===== config.mk =====
export PLATFORM = sky130hd
export DESIGN_NAME = serial_rate_gen
export DESIGN_NICKNAME = d
export VERILOG_FILES = /design/src/rate_gen_pkg.sv /design/src/divide_stage.sv /design/src/rate_apb_regs.sv /design/src/serial_rate_gen.sv
export SDC_FILE = /design/constraint.sdc
export NUM_CORES = 1
export LEC_CHECK = 0
export BUFFER_PORTS_ARGS = -buffer_cell sky130_fd_sc_hd__buf_2
export CORE_MARGIN = 3
export CORE_UTILIZATION = 28
export DETAILED_ROUTE_END_ITERATION = 12
export PLACE_DENSITY_LB_ADDON = 0.3
export SYNTH_ARGS = -nofsm -noshare
export SYNTH_HDL_FRONTEND = slang
export SYNTH_SLANG_ARGS = --single-unit

===== constraint.sdc =====
create_clock -name pclk -period 2.2 [get_ports pclk]
set_input_delay 0.33 -clock pclk [delete_from_list [all_inputs] [get_ports pclk]]
set_output_delay 0.33 -clock pclk [all_outputs]
set_load 0.005 [all_outputs]

===== src/rate_gen_pkg.sv =====
// shared constants and decoding for the serial bit rate generator
package rate_gen_pkg;

  // ----------------------------------------------------------------
  // register map (byte addresses on the apb bus)
  // ----------------------------------------------------------------
  localparam logic [7:0] ADDR_CTRL = 8'h00;
  localparam logic [7:0] ADDR_STATUS = 8'h04;
  localparam int ADDR_W = 8;
  localparam int DATA_W = 32;

  // ----------------------------------------------------------------
  // serial_rate_divider_control fields
  // ----------------------------------------------------------------
  localparam int CTRL_W = 8;
  localparam int PRESCALE_LSB = 4;
  localparam int PRESCALE_W = 2;
  localparam int RATE_LSB = 0;
  localparam int RATE_W = 3;
  localparam logic [7:0] CTRL_RESET = 8'h00;
  localparam logic [7:0] CTRL_WMASK = 8'h37;

  // ----------------------------------------------------------------
  // status fields (divider phase counters)
  // ----------------------------------------------------------------
  localparam int STAT_RATE_LSB = 0;
  localparam int STAT_FIXED_LSB = 8;
  localparam int STAT_PRE_LSB = 16;

  // ----------------------------------------------------------------
  // divider chain
  // ----------------------------------------------------------------
  localparam int PRE_W = 4;
  localparam int FIXED_W = 6;
  localparam int RDIV_W = 8;
  localparam int PERIOD_W = 20;
  localparam int FIXED_DIV = 64;
  localparam logic [5:0] FIXED_LAST = 6'(FIXED_DIV - 1);

  function automatic logic [3:0] prescaler_divisor(input logic [1:0] code);
    case (code)
      2'h0: prescaler_divisor = 4'h1;
      2'h1: prescaler_divisor = 4'h3;
      2'h2: prescaler_divisor = 4'h4;
      default: prescaler_divisor = 4'hD;
    endcase
  endfunction : prescaler_divisor

  function automatic logic [7:0] rate_divisor(input logic [2:0] code);
    rate_divisor = 8'h01 << code;
  endfunction : rate_divisor

  function automatic logic [19:0] bit_period(input logic [1:0] pcode,
                                             input logic [2:0] rcode);
    bit_period = 20'(FIXED_DIV) * 20'(prescaler_divisor(pcode)) * 20'(rate_divisor(rcode));
  endfunction : bit_period

endpackage : rate_gen_pkg


===== src/divide_stage.sv =====
// one modulo stage of the divider chain
`timescale 1ns/10ps
module divide_stage #(
  parameter int W = 8
) (
  input wire logic pclk,
  input wire logic presetn,
  input wire logic restart,
  input wire logic step,
  input wire logic [W-1:0] last,
  output logic [W-1:0] count,
  output wire logic wrap
);

  // restart masks the wrap so no stray tick escapes on a rate change
  assign wrap = step && !restart && (count == last);

  always_ff @(posedge pclk or negedge presetn) begin
    if (!presetn) begin
      count <= '0;
    end else if (restart) begin
      count <= '0;
    end else if (step) begin
      count <= wrap ? '0 : W'(count + 1'b1);
    end
  end

endmodule : divide_stage


===== src/rate_apb_regs.sv =====
// apb slave holding the divisor control register and status readback
`timescale 1ns/10ps
module rate_apb_regs (
  input wire logic pclk,
  input wire logic presetn,
  input wire logic psel,
  input wire logic penable,
  input wire logic pwrite,
  input wire logic [7:0] paddr,
  input wire logic [31:0] pwdata,
  input wire logic [31:0] status,
  output logic [31:0] prdata,
  output logic pready,
  output logic pslverr,
  output logic [7:0] ctrl_q,
  output wire logic ctrl_wr
);

  logic hit_ctrl;
  logic hit_status;
  logic access;

  assign hit_ctrl = (paddr == rate_gen_pkg::ADDR_CTRL);
  assign hit_status = (paddr == rate_gen_pkg::ADDR_STATUS);
  assign access = psel && penable && pready;
  assign ctrl_wr = access && pwrite && hit_ctrl;

  // ----------------------------------------------------------------
  // answer: prepared in the setup cycle, shown for the one access cycle
  // ----------------------------------------------------------------
  always_ff @(posedge pclk or negedge presetn) begin
    if (!presetn) begin
      pready <= 1'b0;
      pslverr <= 1'b0;
      prdata <= 32'h0000_0000;
    end else begin
      pready <= psel && !penable;
      pslverr <= psel && !penable && !(hit_ctrl || hit_status);
      if (psel && !penable && !pwrite && hit_ctrl) begin
        prdata <= {24'h00_0000, ctrl_q};
      end else if (psel && !penable && !pwrite && hit_status) begin
        prdata <= status;
      end else begin
        prdata <= 32'h0000_0000;
      end
    end
  end

  // reserved bits are masked so they read back as zero
  always_ff @(posedge pclk or negedge presetn) begin
    if (!presetn) begin
      ctrl_q <= rate_gen_pkg::CTRL_RESET;
    end else if (ctrl_wr) begin
      ctrl_q <= pwdata[7:0] & rate_gen_pkg::CTRL_WMASK;
    end
  end

endmodule : rate_apb_regs


===== src/serial_rate_gen.sv =====
// serial bit rate generator: apb control, divider chain, bit rate ticks
//
// Operation
// one bit rate from the divisors feeds both receiver and transmitter
// prescale code 00,01,10,11 divides by 1,3,4,13
// reset clears the prescale select field to divide by one
// rate select field divides by two to its value; reset clears it
// bit rate is reference clock over 64 times prescale times rate divisor
// any write of the divisor fields restarts the divider chain from zero
`timescale 1ns/10ps
module serial_rate_gen (
  input wire logic pclk,
  input wire logic presetn,
  input wire logic psel,
  input wire logic penable,
  input wire logic pwrite,
  input wire logic [7:0] paddr,
  input wire logic [31:0] pwdata,
  output logic [31:0] prdata,
  output logic pready,
  output logic pslverr,
  output logic rx_rate_tick,
  output logic tx_rate_tick
);

  // ----------------------------------------------------------------
  // declarations
  // ----------------------------------------------------------------
  logic [7:0] ctrl_q;
  logic ctrl_wr;
  logic [1:0] prescale_sel;
  logic [2:0] rate_sel;
  logic [3:0] pre_last;
  logic [7:0] rate_last;
  logic [3:0] pre_count;
  logic [5:0] fixed_count;
  logic [7:0] rate_count;
  logic pre_wrap;
  logic fixed_wrap;
  logic bit_wrap;
  logic [31:0] status;

  // ----------------------------------------------------------------
  // register file
  // ----------------------------------------------------------------
  rate_apb_regs u_regs (
    .pclk(pclk),
    .presetn(presetn),
    .psel(psel),
    .penable(penable),
    .pwrite(pwrite),
    .paddr(paddr),
    .pwdata(pwdata),
    .status(status),
    .prdata(prdata),
    .pready(pready),
    .pslverr(pslverr),
    .ctrl_q(ctrl_q),
    .ctrl_wr(ctrl_wr)
  );

  // reset value of ctrl_q zeroes both fields  // see
  assign prescale_sel = ctrl_q[rate_gen_pkg::PRESCALE_LSB +: rate_gen_pkg::PRESCALE_W];
  assign rate_sel = ctrl_q[rate_gen_pkg::RATE_LSB +: rate_gen_pkg::RATE_W];

  assign status = {12'h000, pre_count, 2'b00, fixed_count, rate_count};

  // ----------------------------------------------------------------
  // divider chain: prescaler, fixed divide by 64, rate divisor
  // ----------------------------------------------------------------
  // counters hold last = divisor - 1 so each stage divides exactly
  assign pre_last = 4'(rate_gen_pkg::prescaler_divisor(prescale_sel) - 4'h1);
  assign rate_last = 8'(rate_gen_pkg::rate_divisor(rate_sel) - 8'h01);

  divide_stage #(.W(rate_gen_pkg::PRE_W)) u_pre (
    .pclk(pclk),
    .presetn(presetn),
    .restart(ctrl_wr),
    .step(1'b1),
    .last(pre_last),
    .count(pre_count),
    .wrap(pre_wrap)
  );

  divide_stage #(.W(rate_gen_pkg::FIXED_W)) u_fixed (
    .pclk(pclk),
    .presetn(presetn),
    .restart(ctrl_wr),
    .step(pre_wrap),
    .last(rate_gen_pkg::FIXED_LAST),
    .count(fixed_count),
    .wrap(fixed_wrap)
  );

  divide_stage #(.W(rate_gen_pkg::RDIV_W)) u_rate (
    .pclk(pclk),
    .presetn(presetn),
    .restart(ctrl_wr),
    .step(fixed_wrap),
    .last(rate_last),
    .count(rate_count),
    .wrap(bit_wrap)
  );

  // ----------------------------------------------------------------
  // bit rate outputs
  // ----------------------------------------------------------------
  // both halves get the very same tick, so they can never drift apart
  always_ff @(posedge pclk or negedge presetn) begin
    if (!presetn) begin
      rx_rate_tick <= 1'b0;
      tx_rate_tick <= 1'b0;
    end else begin
      rx_rate_tick <= bit_wrap;
      tx_rate_tick <= bit_wrap;
    end
  end

  // ----------------------------------------------------------------
  // checking helpers
  // ----------------------------------------------------------------
  logic [19:0] gap_q;
  logic [3:0] pre_gap_q;
  logic [7:0] fixed_seen_q;
  logic out_of_reset_q;

  always_ff @(posedge pclk or negedge presetn) begin
    if (!presetn) begin
      gap_q <= 20'h00000;
    end else if (ctrl_wr || bit_wrap) begin
      gap_q <= 20'h00000;
    end else begin
      gap_q <= 20'(gap_q + 20'h00001);
    end
  end

  always_ff @(posedge pclk or negedge presetn) begin
    if (!presetn) begin
      pre_gap_q <= 4'h0;
    end else if (ctrl_wr || pre_wrap) begin
      pre_gap_q <= 4'h0;
    end else begin
      pre_gap_q <= 4'(pre_gap_q + 4'h1);
    end
  end

  always_ff @(posedge pclk or negedge presetn) begin
    if (!presetn) begin
      fixed_seen_q <= 8'h00;
    end else if (ctrl_wr || bit_wrap) begin
      fixed_seen_q <= 8'h00;
    end else if (fixed_wrap) begin
      fixed_seen_q <= 8'(fixed_seen_q + 8'h01);
    end
  end

  always_ff @(posedge pclk or negedge presetn) begin
    if (!presetn) begin
      out_of_reset_q <= 1'b0;
    end else begin
      out_of_reset_q <= 1'b1;
    end
  end

  // ----------------------------------------------------------------
  // assertions
  // ----------------------------------------------------------------
  property p_same_rate;
    @(posedge pclk) disable iff (!presetn)
      bit_wrap |=> (rx_rate_tick && tx_rate_tick);
  endproperty
  a_same_rate: assert property (p_same_rate)
    else $error("receive and transmit ticks differ");

  property p_tick_pair;
    @(posedge pclk) disable iff (!presetn)
      rx_rate_tick == tx_rate_tick;
  endproperty
  a_tick_pair: assert property (p_tick_pair)
    else $error("receive tick without transmit tick");

  property p_prescale_spacing;
    @(posedge pclk) disable iff (!presetn)
      pre_wrap |-> (5'(pre_gap_q) + 5'h01) ==
        5'(rate_gen_pkg::prescaler_divisor(prescale_sel));
  endproperty
  a_prescale_spacing: assert property (p_prescale_spacing)
    else $error("prescaler stage spacing wrong");

  // the gap counter stands in for a long repetition the tools would unroll
  property p_prescale_thirteen;
    @(posedge pclk) disable iff (!presetn)
      (pre_wrap && prescale_sel == 2'h3) |-> pre_gap_q == 4'hC;
  endproperty
  a_prescale_thirteen: assert property (p_prescale_thirteen)
    else $error("prescale code 11 did not divide by 13");

  property p_reset_prescale;
    @(posedge pclk) disable iff (!presetn)
      !out_of_reset_q |-> (prescale_sel == 2'h0 && pre_last == 4'h0);
  endproperty
  a_reset_prescale: assert property (p_reset_prescale)
    else $error("prescale select not cleared by reset");

  property p_reset_rate;
    @(posedge pclk) disable iff (!presetn)
      !out_of_reset_q |-> (rate_sel == 3'h0 && rate_last == 8'h00);
  endproperty
  a_reset_rate: assert property (p_reset_rate)
    else $error("rate select not cleared by reset");

  property p_rate_stage;
    @(posedge pclk) disable iff (!presetn)
      bit_wrap |-> (9'(fixed_seen_q) + 9'h001) ==
        9'(rate_gen_pkg::rate_divisor(rate_sel));
  endproperty
  a_rate_stage: assert property (p_rate_stage)
    else $error("rate divisor stage spacing wrong");

  property p_bit_period;
    @(posedge pclk) disable iff (!presetn)
      bit_wrap |-> (20'(gap_q + 20'h00001) ==
        rate_gen_pkg::bit_period(prescale_sel, rate_sel));
  endproperty
  a_bit_period: assert property (p_bit_period)
    else $error("bit period not 64 times prescale times rate divisor");

  property p_restart;
    @(posedge pclk) disable iff (!presetn)
      ctrl_wr |=> (pre_count == 4'h0 && fixed_count == 6'h00 && rate_count == 8'h00
                   && !rx_rate_tick);
  endproperty
  a_restart: assert property (p_restart)
    else $error("divider chain not restarted by control write");

  property p_apb_answer;
    @(posedge pclk) disable iff (!presetn)
      (psel && !penable) |=> (pready ##1 !pready);
  endproperty
  a_apb_answer: assert property (p_apb_answer)
    else $error("apb answer not exactly one access cycle");

  property p_tick_single;
    @(posedge pclk) disable iff (!presetn)
      rx_rate_tick |=> !rx_rate_tick;
  endproperty
  a_tick_single: assert property (p_tick_single)
    else $error("bit rate tick longer than one cycle");

  property p_pre_bound;
    @(posedge pclk) disable iff (!presetn)
      pre_count <= pre_last;
  endproperty
  a_pre_bound: assert property (p_pre_bound)
    else $error("prescaler count beyond its last value");

  property p_rate_bound;
    @(posedge pclk) disable iff (!presetn)
      rate_count <= rate_last;
  endproperty
  a_rate_bound: assert property (p_rate_bound)
    else $error("rate stage count beyond its last value");

  property p_write_prescale;
    @(posedge pclk) disable iff (!presetn)
      ctrl_wr |=> prescale_sel ==
        $past(pwdata[rate_gen_pkg::PRESCALE_LSB +: rate_gen_pkg::PRESCALE_W]);
  endproperty
  a_write_prescale: assert property (p_write_prescale)
    else $error("prescale select not taken from the write");

  property p_write_rate;
    @(posedge pclk) disable iff (!presetn)
      ctrl_wr |=> rate_sel ==
        $past(pwdata[rate_gen_pkg::RATE_LSB +: rate_gen_pkg::RATE_W]);
  endproperty
  a_write_rate: assert property (p_write_rate)
    else $error("rate select not taken from the write");

  // ----------------------------------------------------------------
  // coverage of main scenarios
  // ----------------------------------------------------------------
  property p_cov_slowest;
    @(posedge pclk) disable iff (!presetn)
      bit_wrap && prescale_sel == 2'h3 && rate_sel == 3'h7;
  endproperty
  c_cov_slowest: cover property (p_cov_slowest);

  property p_cov_fastest;
    @(posedge pclk) disable iff (!presetn)
      bit_wrap ##64 bit_wrap;
  endproperty
  c_cov_fastest: cover property (p_cov_fastest);

  property p_cov_write_mid_period;
    @(posedge pclk) disable iff (!presetn)
      ctrl_wr && fixed_count != 6'h00;
  endproperty
  c_cov_write_mid_period: cover property (p_cov_write_mid_period);

  property p_cov_bad_addr;
    @(posedge pclk) disable iff (!presetn)
      pready && pslverr;
  endproperty
  c_cov_bad_addr: cover property (p_cov_bad_addr);

endmodule : serial_rate_gen


Word-level counts from Yosys, hierarchy flattened
Cells that the tools add are included.
{"block": "classes", "n_shift": 1, "n_addsub": 5, "eq_ne": 6, "n_reduce_logical": 23, "mux": 11}
{"cell": "$mux W20", "count": 2}
{"cell": "$mux W8", "count": 3}
{"cell": "$mux W6", "count": 3}
{"cell": "$logic_and A1 B1 Y1", "count": 14}
{"cell": "$pmux W4 S3", "count": 1}
{"cell": "$add A8 B1 Y8 const B", "count": 1}
{"cell": "$eq A8 B3 Y1 const B", "count": 1}
{"cell": "$eq A8 B8 Y1", "count": 1}
{"cell": "$logic_not A8 Y1", "count": 1}
{"cell": "$mux W4", "count": 2}
{"cell": "$shl A1 B3 Y8 const A", "count": 1}
{"cell": "$sub A8 B1 Y8 const B", "count": 1}
{"cell": "$add A6 B1 Y6 const B", "count": 1}
{"cell": "$eq A6 B6 Y1 const B", "count": 1}
{"cell": "$add A4 B1 Y4 const B", "count": 1}
{"cell": "$eq A4 B4 Y1", "count": 1}
{"cell": "$logic_not A1 Y1", "count": 4}
{"cell": "$reduce_bool A2 Y1", "count": 2}
{"cell": "$sub A4 B1 Y4 const B", "count": 1}
{"cell": "$eq A2 B1 Y1 const B", "count": 1}
{"cell": "$eq A2 B2 Y1 const B", "count": 1}
{"cell": "$logic_not A2 Y1", "count": 1}
{"cell": "$logic_or A1 B1 Y1", "count": 1}
{"block": "totals", "inputBits": 45, "out_inout_bits": 36, "elab_cells": 54, "ff_bits": 58}

Logic depth before layout (Yosys ltp)
Gate-level depths: netlist of the first run.
{"block": "depth", "ltp_word": 13, "ltp_mapped": 8, "depth_no_buf": 7}

Hierarchy
Synthesis of the first run repeated with hierarchy kept, for this count alone.
{"block": "unflattened", "cells_unflattened": 233, "hier_area_um2": 2751.4}
{"module": "rate_apb_regs", "instances": 1, "area_each_um2": 1421.4, "seq_area_each_um2": 975.9, "cells_each": 99}
{"module": "divide_stage (u_rate)", "instances": 1, "area_each_um2": 563.0, "seq_area_each_um2": 200.2, "cells_each": 57}
{"module": "divide_stage (u_fixed)", "instances": 1, "area_each_um2": 380.4, "seq_area_each_um2": 150.1, "cells_each": 34}
{"module": "divide_stage (u_pre)", "instances": 1, "area_each_um2": 266.5, "seq_area_each_um2": 100.1, "cells_each": 28}
{"module": "serial_rate_gen", "instances": 1, "area_each_um2": 120.1, "seq_area_each_um2": 25.0, "cells_each": 15}

Worst setup path after synthesis of the first run
No wires, ideal clock.
{"block": "synth_path", "path_type": "register to register", "start": "register u_regs.ctrl_q[4]", "end": "register u_rate.count[3]", "setup_ns": 0.135, "t_required_ns": 2.065, "period_less_slack_ns": 1.866, "stages_incl_launch_ff": 9, "path_slack_ns": 0.334, "path_buffers": 1, "arrival_ns": 1.731, "cell_sequence": "dfrtp_1 inv_1 ha_1 xor2_1 o211ai_2 buf_2 or2_2 o211ai_1 o41ai_1"}
{"block": "synth_between", "elab_chain_cells": 12, "word_cells_on_any_way": 15, "classes_between": "add/sub: 1; eq/ne: 3; mux: 4; reduce/logical: 7"}
{"item": "from (decl)", "line": "rate_apb_regs.sv:15", "text": "output logic [7:0] ctrl_q,"}
{"item": "from (signal assigned)", "line": "rate_apb_regs.sv:52", "text": "ctrl_q <= rate_gen_pkg::CTRL_RESET;"}
{"item": "from (signal assigned)", "line": "rate_apb_regs.sv:54", "text": "ctrl_q <= pwdata[7:0] & rate_gen_pkg::CTRL_WMASK;"}
{"item": "$eq A2 B2 Y1 (tied with other cells)", "line": "rate_gen_pkg.sv:41", "text": "case (code)"}
{"item": "$pmux W4 S3 *", "line": "rate_gen_pkg.sv:41"}
{"item": "$sub A4 B1 Y4 *", "line": "serial_rate_gen.sv:72", "text": "assign pre_last = 4'(rate_gen_pkg::prescaler_divisor(prescale_sel) - 4'h1);"}
{"item": "$eq A4 B4 Y1 *", "line": "divide_stage.sv:16", "text": "assign wrap = step && !restart && (count == last);"}
{"item": "$logic_and A1 B1 Y1 * (3 in series)", "line": "divide_stage.sv:16"}
{"item": "$logic_and A1 B1 Y1 (2 in series)", "line": "divide_stage.sv:16"}
{"item": "$mux W8", "line": "divide_stage.sv:24", "text": "count <= wrap ? '0 : W'(count + 1'b1);"}
{"item": "$mux W8", "line": "divide_stage.sv:23", "text": "end else if (step) begin"}
{"item": "$mux W8", "line": "divide_stage.sv:21", "text": "end else if (restart) begin"}
{"item": "to (signal assigned)", "line": "divide_stage.sv:24"}
{"item": "to (decl)", "line": "divide_stage.sv:11", "text": "output logic [W-1:0] count,"}
Every way passes the cells marked *; elsewhere a longest branch is shown, timed or not. The select of a mux whose other input is x is not followed.
A chain may end at the register's enable or synchronous reset.

Worst setup path after layout of the first run
{"block": "layout_path", "start": "register u_regs.ctrl_q[4]", "end": "register u_rate.count[7]"}
The elaborated chain is that of the path after synthesis.

==> results.md, run 1 <==
- Max_cap viols: 0
- Vias: 1,635
- Starting Density: 29.0%
- Count of flip-flops with a built-in enable after synthesis: 0
- Status: finished with violations
- VDD IR-drop max: 0.251 mV
- Setup Skew: 8.58 ps
- Initial DRC Count: 76
- CP Max Fanout: 10
- Most used DFF post-synth: dfrtp_1
- Yosys cell types: 46
- Slowest CP cell: nor4_4
- Minimum clock period: 2000 ps
- Cell Area, Synth: 2250 sq um
- Fin nets: 312
- Static Leak: 1.28 nW
- Failing checks: hold timing
- Clock transition at path regs: 90 ps
- Slew margin rel.: 63.1%
- Average wire per standard cell: 12.1 um
- Met2 Use GR: 16.5%
- Register area: 1100 sq um
- Diodes inserted: 0
- Most common cell after layout, fill and taps aside: dfrtp_1
- Worst setup path class: flop to flop
- Register bit total from synthesis: 44
- Largest buffer count on any clock path: 2
- Multi-input gate area: 1000 sq um
- Worst-skew pair later-pin latency: 290 ps
- Met1 track demand over resource: 12.7%
- Pwr per Cell Area: 682 nW/um^2
- Worst path arrival time: 2160 ps
- Hold Vio Cnt, Final: 16
- H-tree Lvls: 2
- Port Buffer Count: 39
- 1st-pass router iterations: 4
- Worst setup SP type: flop
- Drt drc: 0
- Hold slack final: -9.91 ps
- Post-route ant nets: 0
- R2R cell count: 7
- R2r endpoint: u_rate.count[7]$_DFFE_PN0P_
- Final slew viol count: 0
- Vias in the first global route: 1,523
- Data required, critical path: 2360 ps
- Cell Chain, Critical Path: inv_1, ha_1, xor2_1, o211ai_2, nor4_4, and3_1, o22ai_1
- Worst R2R Start: u_regs.ctrl_q[4]$_DFFE_PN0N_
- P&R area growth vs syn: 16.4%
- Hpwl dp: 3170 um
- Cts bufs inserted: 5
- Sink Count: 44
- Final period util: 91.1%
- GRT overflow: 0
- Crit end category: flop
- Grt peak-use layer: met2
- CORE AREA: 7770 sq um
- Final wirelength: 4410 um
- Hold WC Path Type: input port to async pin
- GR Util met3: 3.00%
- Initial antenna violation count: 0
- Syn Area/Cell: 10.4 sq um
- Seq/Total Area, Yosys: 48.9%
- Slowest Stage Delay on Critical Path: 400 ps
- Asr flop ratio synth: 100%
- Filler Cell Count: 825
- Die height: 95.7 um
- Most frequent cells in the layout: dfrtp_1 (44), buf_2 (39), nand2_1 (26)
- Fmax: 0.499 GHz
- CTS tree: built
- Row cnt: 32
- # setup viols final: 0
- Yosys warns: 0
- Fin Setup TNS: 0 ps
- Instance count of the mapped netlist: 217
- Die area: 9160 sq um
- Worst R2R Setup Slack: 200 ps
- Clk root buf: clkbuf_8
- Vias/cell: 4.49
- Largest net degree at the start of global routing: 25
- Global-route wire length before repair: 7270 um
- GRT Resource Usage Total: 10.1%
- Worst slew pin tran: 552 ps
- Die width: 95.7 um
- RD Place Congestion: 0.827
- Share of cells above drive strength 1: 25.2%
- Ports: 81
-- layout make-up --
class,instances,area share (%)
Inverter,6,0.859
Timing Repair Buffer,50,11.1
Sequential cell,44,42.0
Clock buffer,6,2.77
Tap cell,102,4.87
Multi-Input combinational cell,155,38.3
Clock inverter,1,0.191
-- power by group --
part	internal, W	switching (W)	total [W]
Sequential	0.000889	0.000103	0.000992
Combinational	0.000152	0.000165	0.000317
Clock	0.000216	0.000263	0.000480
-- per-layer routing --
metal | wire length, um | share of wire [%]
met4 | 57 | 1.3
met5 | 0 | 0
met2 | 2100 | 48
met3 | 282 | 6.4
met1 | 1970 | 45
-- cell families after synthesis --
family                   after synthesis  synth area share [%]
AND/OR/NAND/NOR                       90                  22.6
XOR/XNOR                              11                  4.28
AO/OA/AOI/OAI                         31                  10.4
flip-flops                            44                  48.9
buffers and inverters                 31                  9.11
other                                  1                 0.167
multiplexers                           4                  1.78
adder cells (fa/ha/maj)                5                  2.78
-- sequential cells by signal, summed over array words and instances (netlist names) --
name,count
u_fixed.count,6
u_regs.pready,1
u_regs.prdata,18
u_regs.pslverr,1
u_regs.ctrl_q,5
u_rate.count,8
tx_rate_tick,1
u_pre.count,4
-- worst max-delay path, delay by kind of cell, from the launching register on --
| family | cells | cell delay [ps] |
|---|---|---|
| buffers and inverters | 1 | 60 |
| and+or+nand+nor | 2 | 610 |
| DFF | 1 | 380 |
| AOI/OAI and AO/OA | 2 | 360 |
| xor gates and xnor gates | 1 | 170 |
| adders and majority gates | 1 | 300 |
-- synthesized netlist by cell type (all sizes together), types with 6 or more instances --
master | instances | area share (%)
nor2 | 13 | 2.5
nand3 | 9 | 2.0
buf | 21 | 7.3
and3 | 7 | 1.9
o21ai | 7 | 1.6
inv | 6 | 1.0
nor4 | 6 | 3.6
and2 | 13 | 3.6
dfrtp | 44 | 49
nand2 | 26 | 4.3
xnor2 | 8 | 3.1
-- how the worst max path moves through the flow --
stage	startpoint	to	slack [ps]	cells after the start
floorplan	u_regs.ctrl_q[4]$_DFFE_PN0N_	u_rate.count[3]$_DFFE_PN0P_	330	8
global placement	u_regs.ctrl_q[4]$_DFFE_PN0N_	u_rate.count[7]$_DFFE_PN0P_	160	7
detailed placement	u_regs.ctrl_q[4]$_DFFE_PN0N_	u_rate.count[7]$_DFFE_PN0P_	130	7
CTS	u_regs.ctrl_q[4]$_DFFE_PN0N_	u_rate.count[7]$_DFFE_PN0P_	120	7
global route	u_regs.ctrl_q[5]$_DFFE_PN0N_	u_rate.count[4]$_DFFE_PN0P_	-10	7
finish	u_regs.ctrl_q[4]$_DFFE_PN0N_	u_rate.count[7]$_DFFE_PN0P_	200	7
-- metrics by stage --
step / setup WS [ps] / util (%) / area (sq um) / std cells / power [W]
after floorplan: 334 / - / 2300 / 230 / 0.00124
after CTS: 118 / 33.2 / 2580 / 359 / 0.00181
after detailed placement: 127 / 32.2 / 2500 / 352 / 0.00133
after global placement: 160 / 32.2 / 2500 / 352 / 0.00132
final: 196 / 33.8 / 2620 / 364 / 0.00179
after global routing: -10.2 / 33.8 / 2620 / 364 / 0.00192
-- timing repair --
action,CTS,global route
hold buffers,0,0
gates resized for setup,0,1
buffers inserted,0,5
endpoints found under the setup margin,0,2
Power figures use the tool's default switching activity.
==> run 2, diff against run 1 <==
Settings changed: CTS_BUF_LIST from default to sky130_fd_sc_hd__clkbuf_8.
==> run 2 against run 1 <==
The flow still finishes with violations (hold timing). Worst setup slack got worse by 0.57 ps. Cell count unchanged. Design area stayed put. Largest power group unchanged.
==> results.md, run 2 (synthesis results as in run 1) <==
- Status: finished with violations
- Failing checks: hold timing
- Starting Density: 29.0%
- Worst-skew pair later-pin latency: 290 ps
- Levels on crit path: 7
- CP top delay family: simple AND/OR/NAND/NOR gates
- Max_cap viols: 0
- VDD IR-drop max: 0.252 mV
- Final period util: 91.1%
- Die area: 9160 sq um
- 1st-pass router iterations: 4
- Ports: 81
- Pwr per Cell Area: 681 nW/um^2
- Fin nets: 312
- Slowest Stage Delay on Critical Path: 400 ps
- Clk root buf: clkbuf_8
- R2r endpoint: u_rate.count[7]$_DFFE_PN0P_
- Largest regs: u_regs.prdata: 18 flops, u_rate.count: 8 flops, u_fixed.count: 6 flops
- CP Max Fanout: 10
- Setup Skew: 8.58 ps
- Worst setup path class: flop to flop
- Final wirelength: 4410 um
- Minimum clock period: 2000 ps
- Cell Chain, Critical Path: inv_1, ha_1, xor2_1, o211ai_2, nor4_4, and3_1, o22ai_1
- Worst slew pin tran: 552 ps
- Average wire per standard cell: 12.1 um
- Worst path bufs/invs: 1
- Slowest CP cell: nor4_4
- Vias/cell: 4.49
- Largest buffer count on any clock path: 2
- Die width: 95.7 um
- H-tree Lvls: 2
- Crit end category: flop
- Clock transition at path regs: 90 ps
- Slew margin rel.: 63.1%
- Initial DRC Count: 74
- Finished Core Util: 33.8%
- Post-route ant nets: 0
- Worst R2R Setup Slack: 200 ps
- Most common cell after layout, fill and taps aside: dfrtp_1
- Port Buffer Count: 39
- Drt drc: 0
- R2R cell count: 7
- Setup ws final: 195 ps
- P&R area growth vs syn: 16.4%
- Diodes inserted: 0
- # setup viols final: 0
- Fin Setup TNS: 0 ps
- Vias: 1,636
- Hold Vio Cnt, Final: 16
- Vias in the first global route: 1,523
- Die height: 95.7 um
- Worst path arrival time: 2160 ps
- Data required, critical path: 2360 ps
- Largest net degree at the start of global routing: 25
- Max FFs per register: 18
- Worst setup SP type: flop
- Worst R2R Start: u_regs.ctrl_q[4]$_DFFE_PN0N_
- Non-Filler Instances: 364
- Cts bufs inserted: 5
- Row cnt: 32
- Hpwl dp: 3170 um
- DP Cell Count: 352
- Fmax: 0.499 GHz
- GRT overflow: 0
- Static Leak: 1.29 nW
- CTS tree: built
- Hold WC Path Type: input port to async pin
- GRT Resource Usage Total: 10.1%
- Initial antenna violation count: 0
- CORE AREA: 7770 sq um
- Share of cells above drive strength 1: 25.2%
- Sink Count: 44
- Final slew viol count: 0
- Setup Slack @ Placement: 127 ps
- Global-route wire length before repair: 7270 um
- Final Power: 0.00178 W
- Register bank with the most flops: u_regs.prdata
- Hold slack final: -9.91 ps
- Most frequent cells in the layout: dfrtp_1 (44), buf_2 (39), nand2_1 (26)
- RD Place Congestion: 0.827
[run 2: layout make-up]
type                            instances  area (sq um)
Clock buffer                            5          68.8
Timing Repair Buffer                   50           290
Sequential cell                        44          1100
Clock inverter                          2          8.76
Fill cell                             825          5140
Inverter                                6          22.5
Multi-Input combinational cell        155          1000
Tap cell                              102           128
[run 2: power breakdown]
part           internal, W  switching (W)  leakage, nW
clock             0.000212       0.000264       0.0452
combinational     0.000152       0.000165        0.660
sequential        0.000889       0.000103        0.583
[run 2: worst reg2reg max path: stages, from the launching register on]
cell and delay, ps:
dfrtp_1 380, inv_1 60, ha_1 300, xor2_1 170, o211ai_2 280, nor4_4 410, and3_1 210, o22ai_1 80
[run 2: layer usage]
metal	GRT usage (%)	vias up	wire [um]	part of all wire, %
met3	3.00	6	284	6.4
met2	16.5	47	2090	47
met4	3.20	0	57	1.3
met1	12.7	773	1970	45
met5	0	-	0	0
li1	-	810	-	-
[run 2: worst max path at each step]
stage	start	endpoint	slack (ps)
floorplan	u_regs.ctrl_q[4]$_DFFE_PN0N_	u_rate.count[3]$_DFFE_PN0P_	330
global placement	u_regs.ctrl_q[4]$_DFFE_PN0N_	u_rate.count[7]$_DFFE_PN0P_	160
detailed placement	u_regs.ctrl_q[4]$_DFFE_PN0N_	u_rate.count[7]$_DFFE_PN0P_	130
CTS	u_regs.ctrl_q[4]$_DFFE_PN0N_	u_rate.count[7]$_DFFE_PN0P_	120
global route	u_regs.ctrl_q[5]$_DFFE_PN0N_	u_rate.count[4]$_DFFE_PN0P_	-10
finish	u_regs.ctrl_q[4]$_DFFE_PN0N_	u_rate.count[7]$_DFFE_PN0P_	200
[run 2: per-stage QoR]
step / area, sq um / hold WS, ps
2_1_floorplan: 2300 / 34.4
3_3_place_gp: 2500 / 327
3_5_place_dp: 2500 / 324
4_1_cts: 2580 / 0.555
5_1_grt: 2620 / 22.5
6_report: 2620 / -9.91
[run 2: timing repair]
item | CTS | global route
gates resized for setup | 0 | 1
hold buffers | 0 | 0
endpoints found under the setup margin | 0 | 2
setup buffers | 0 | 5
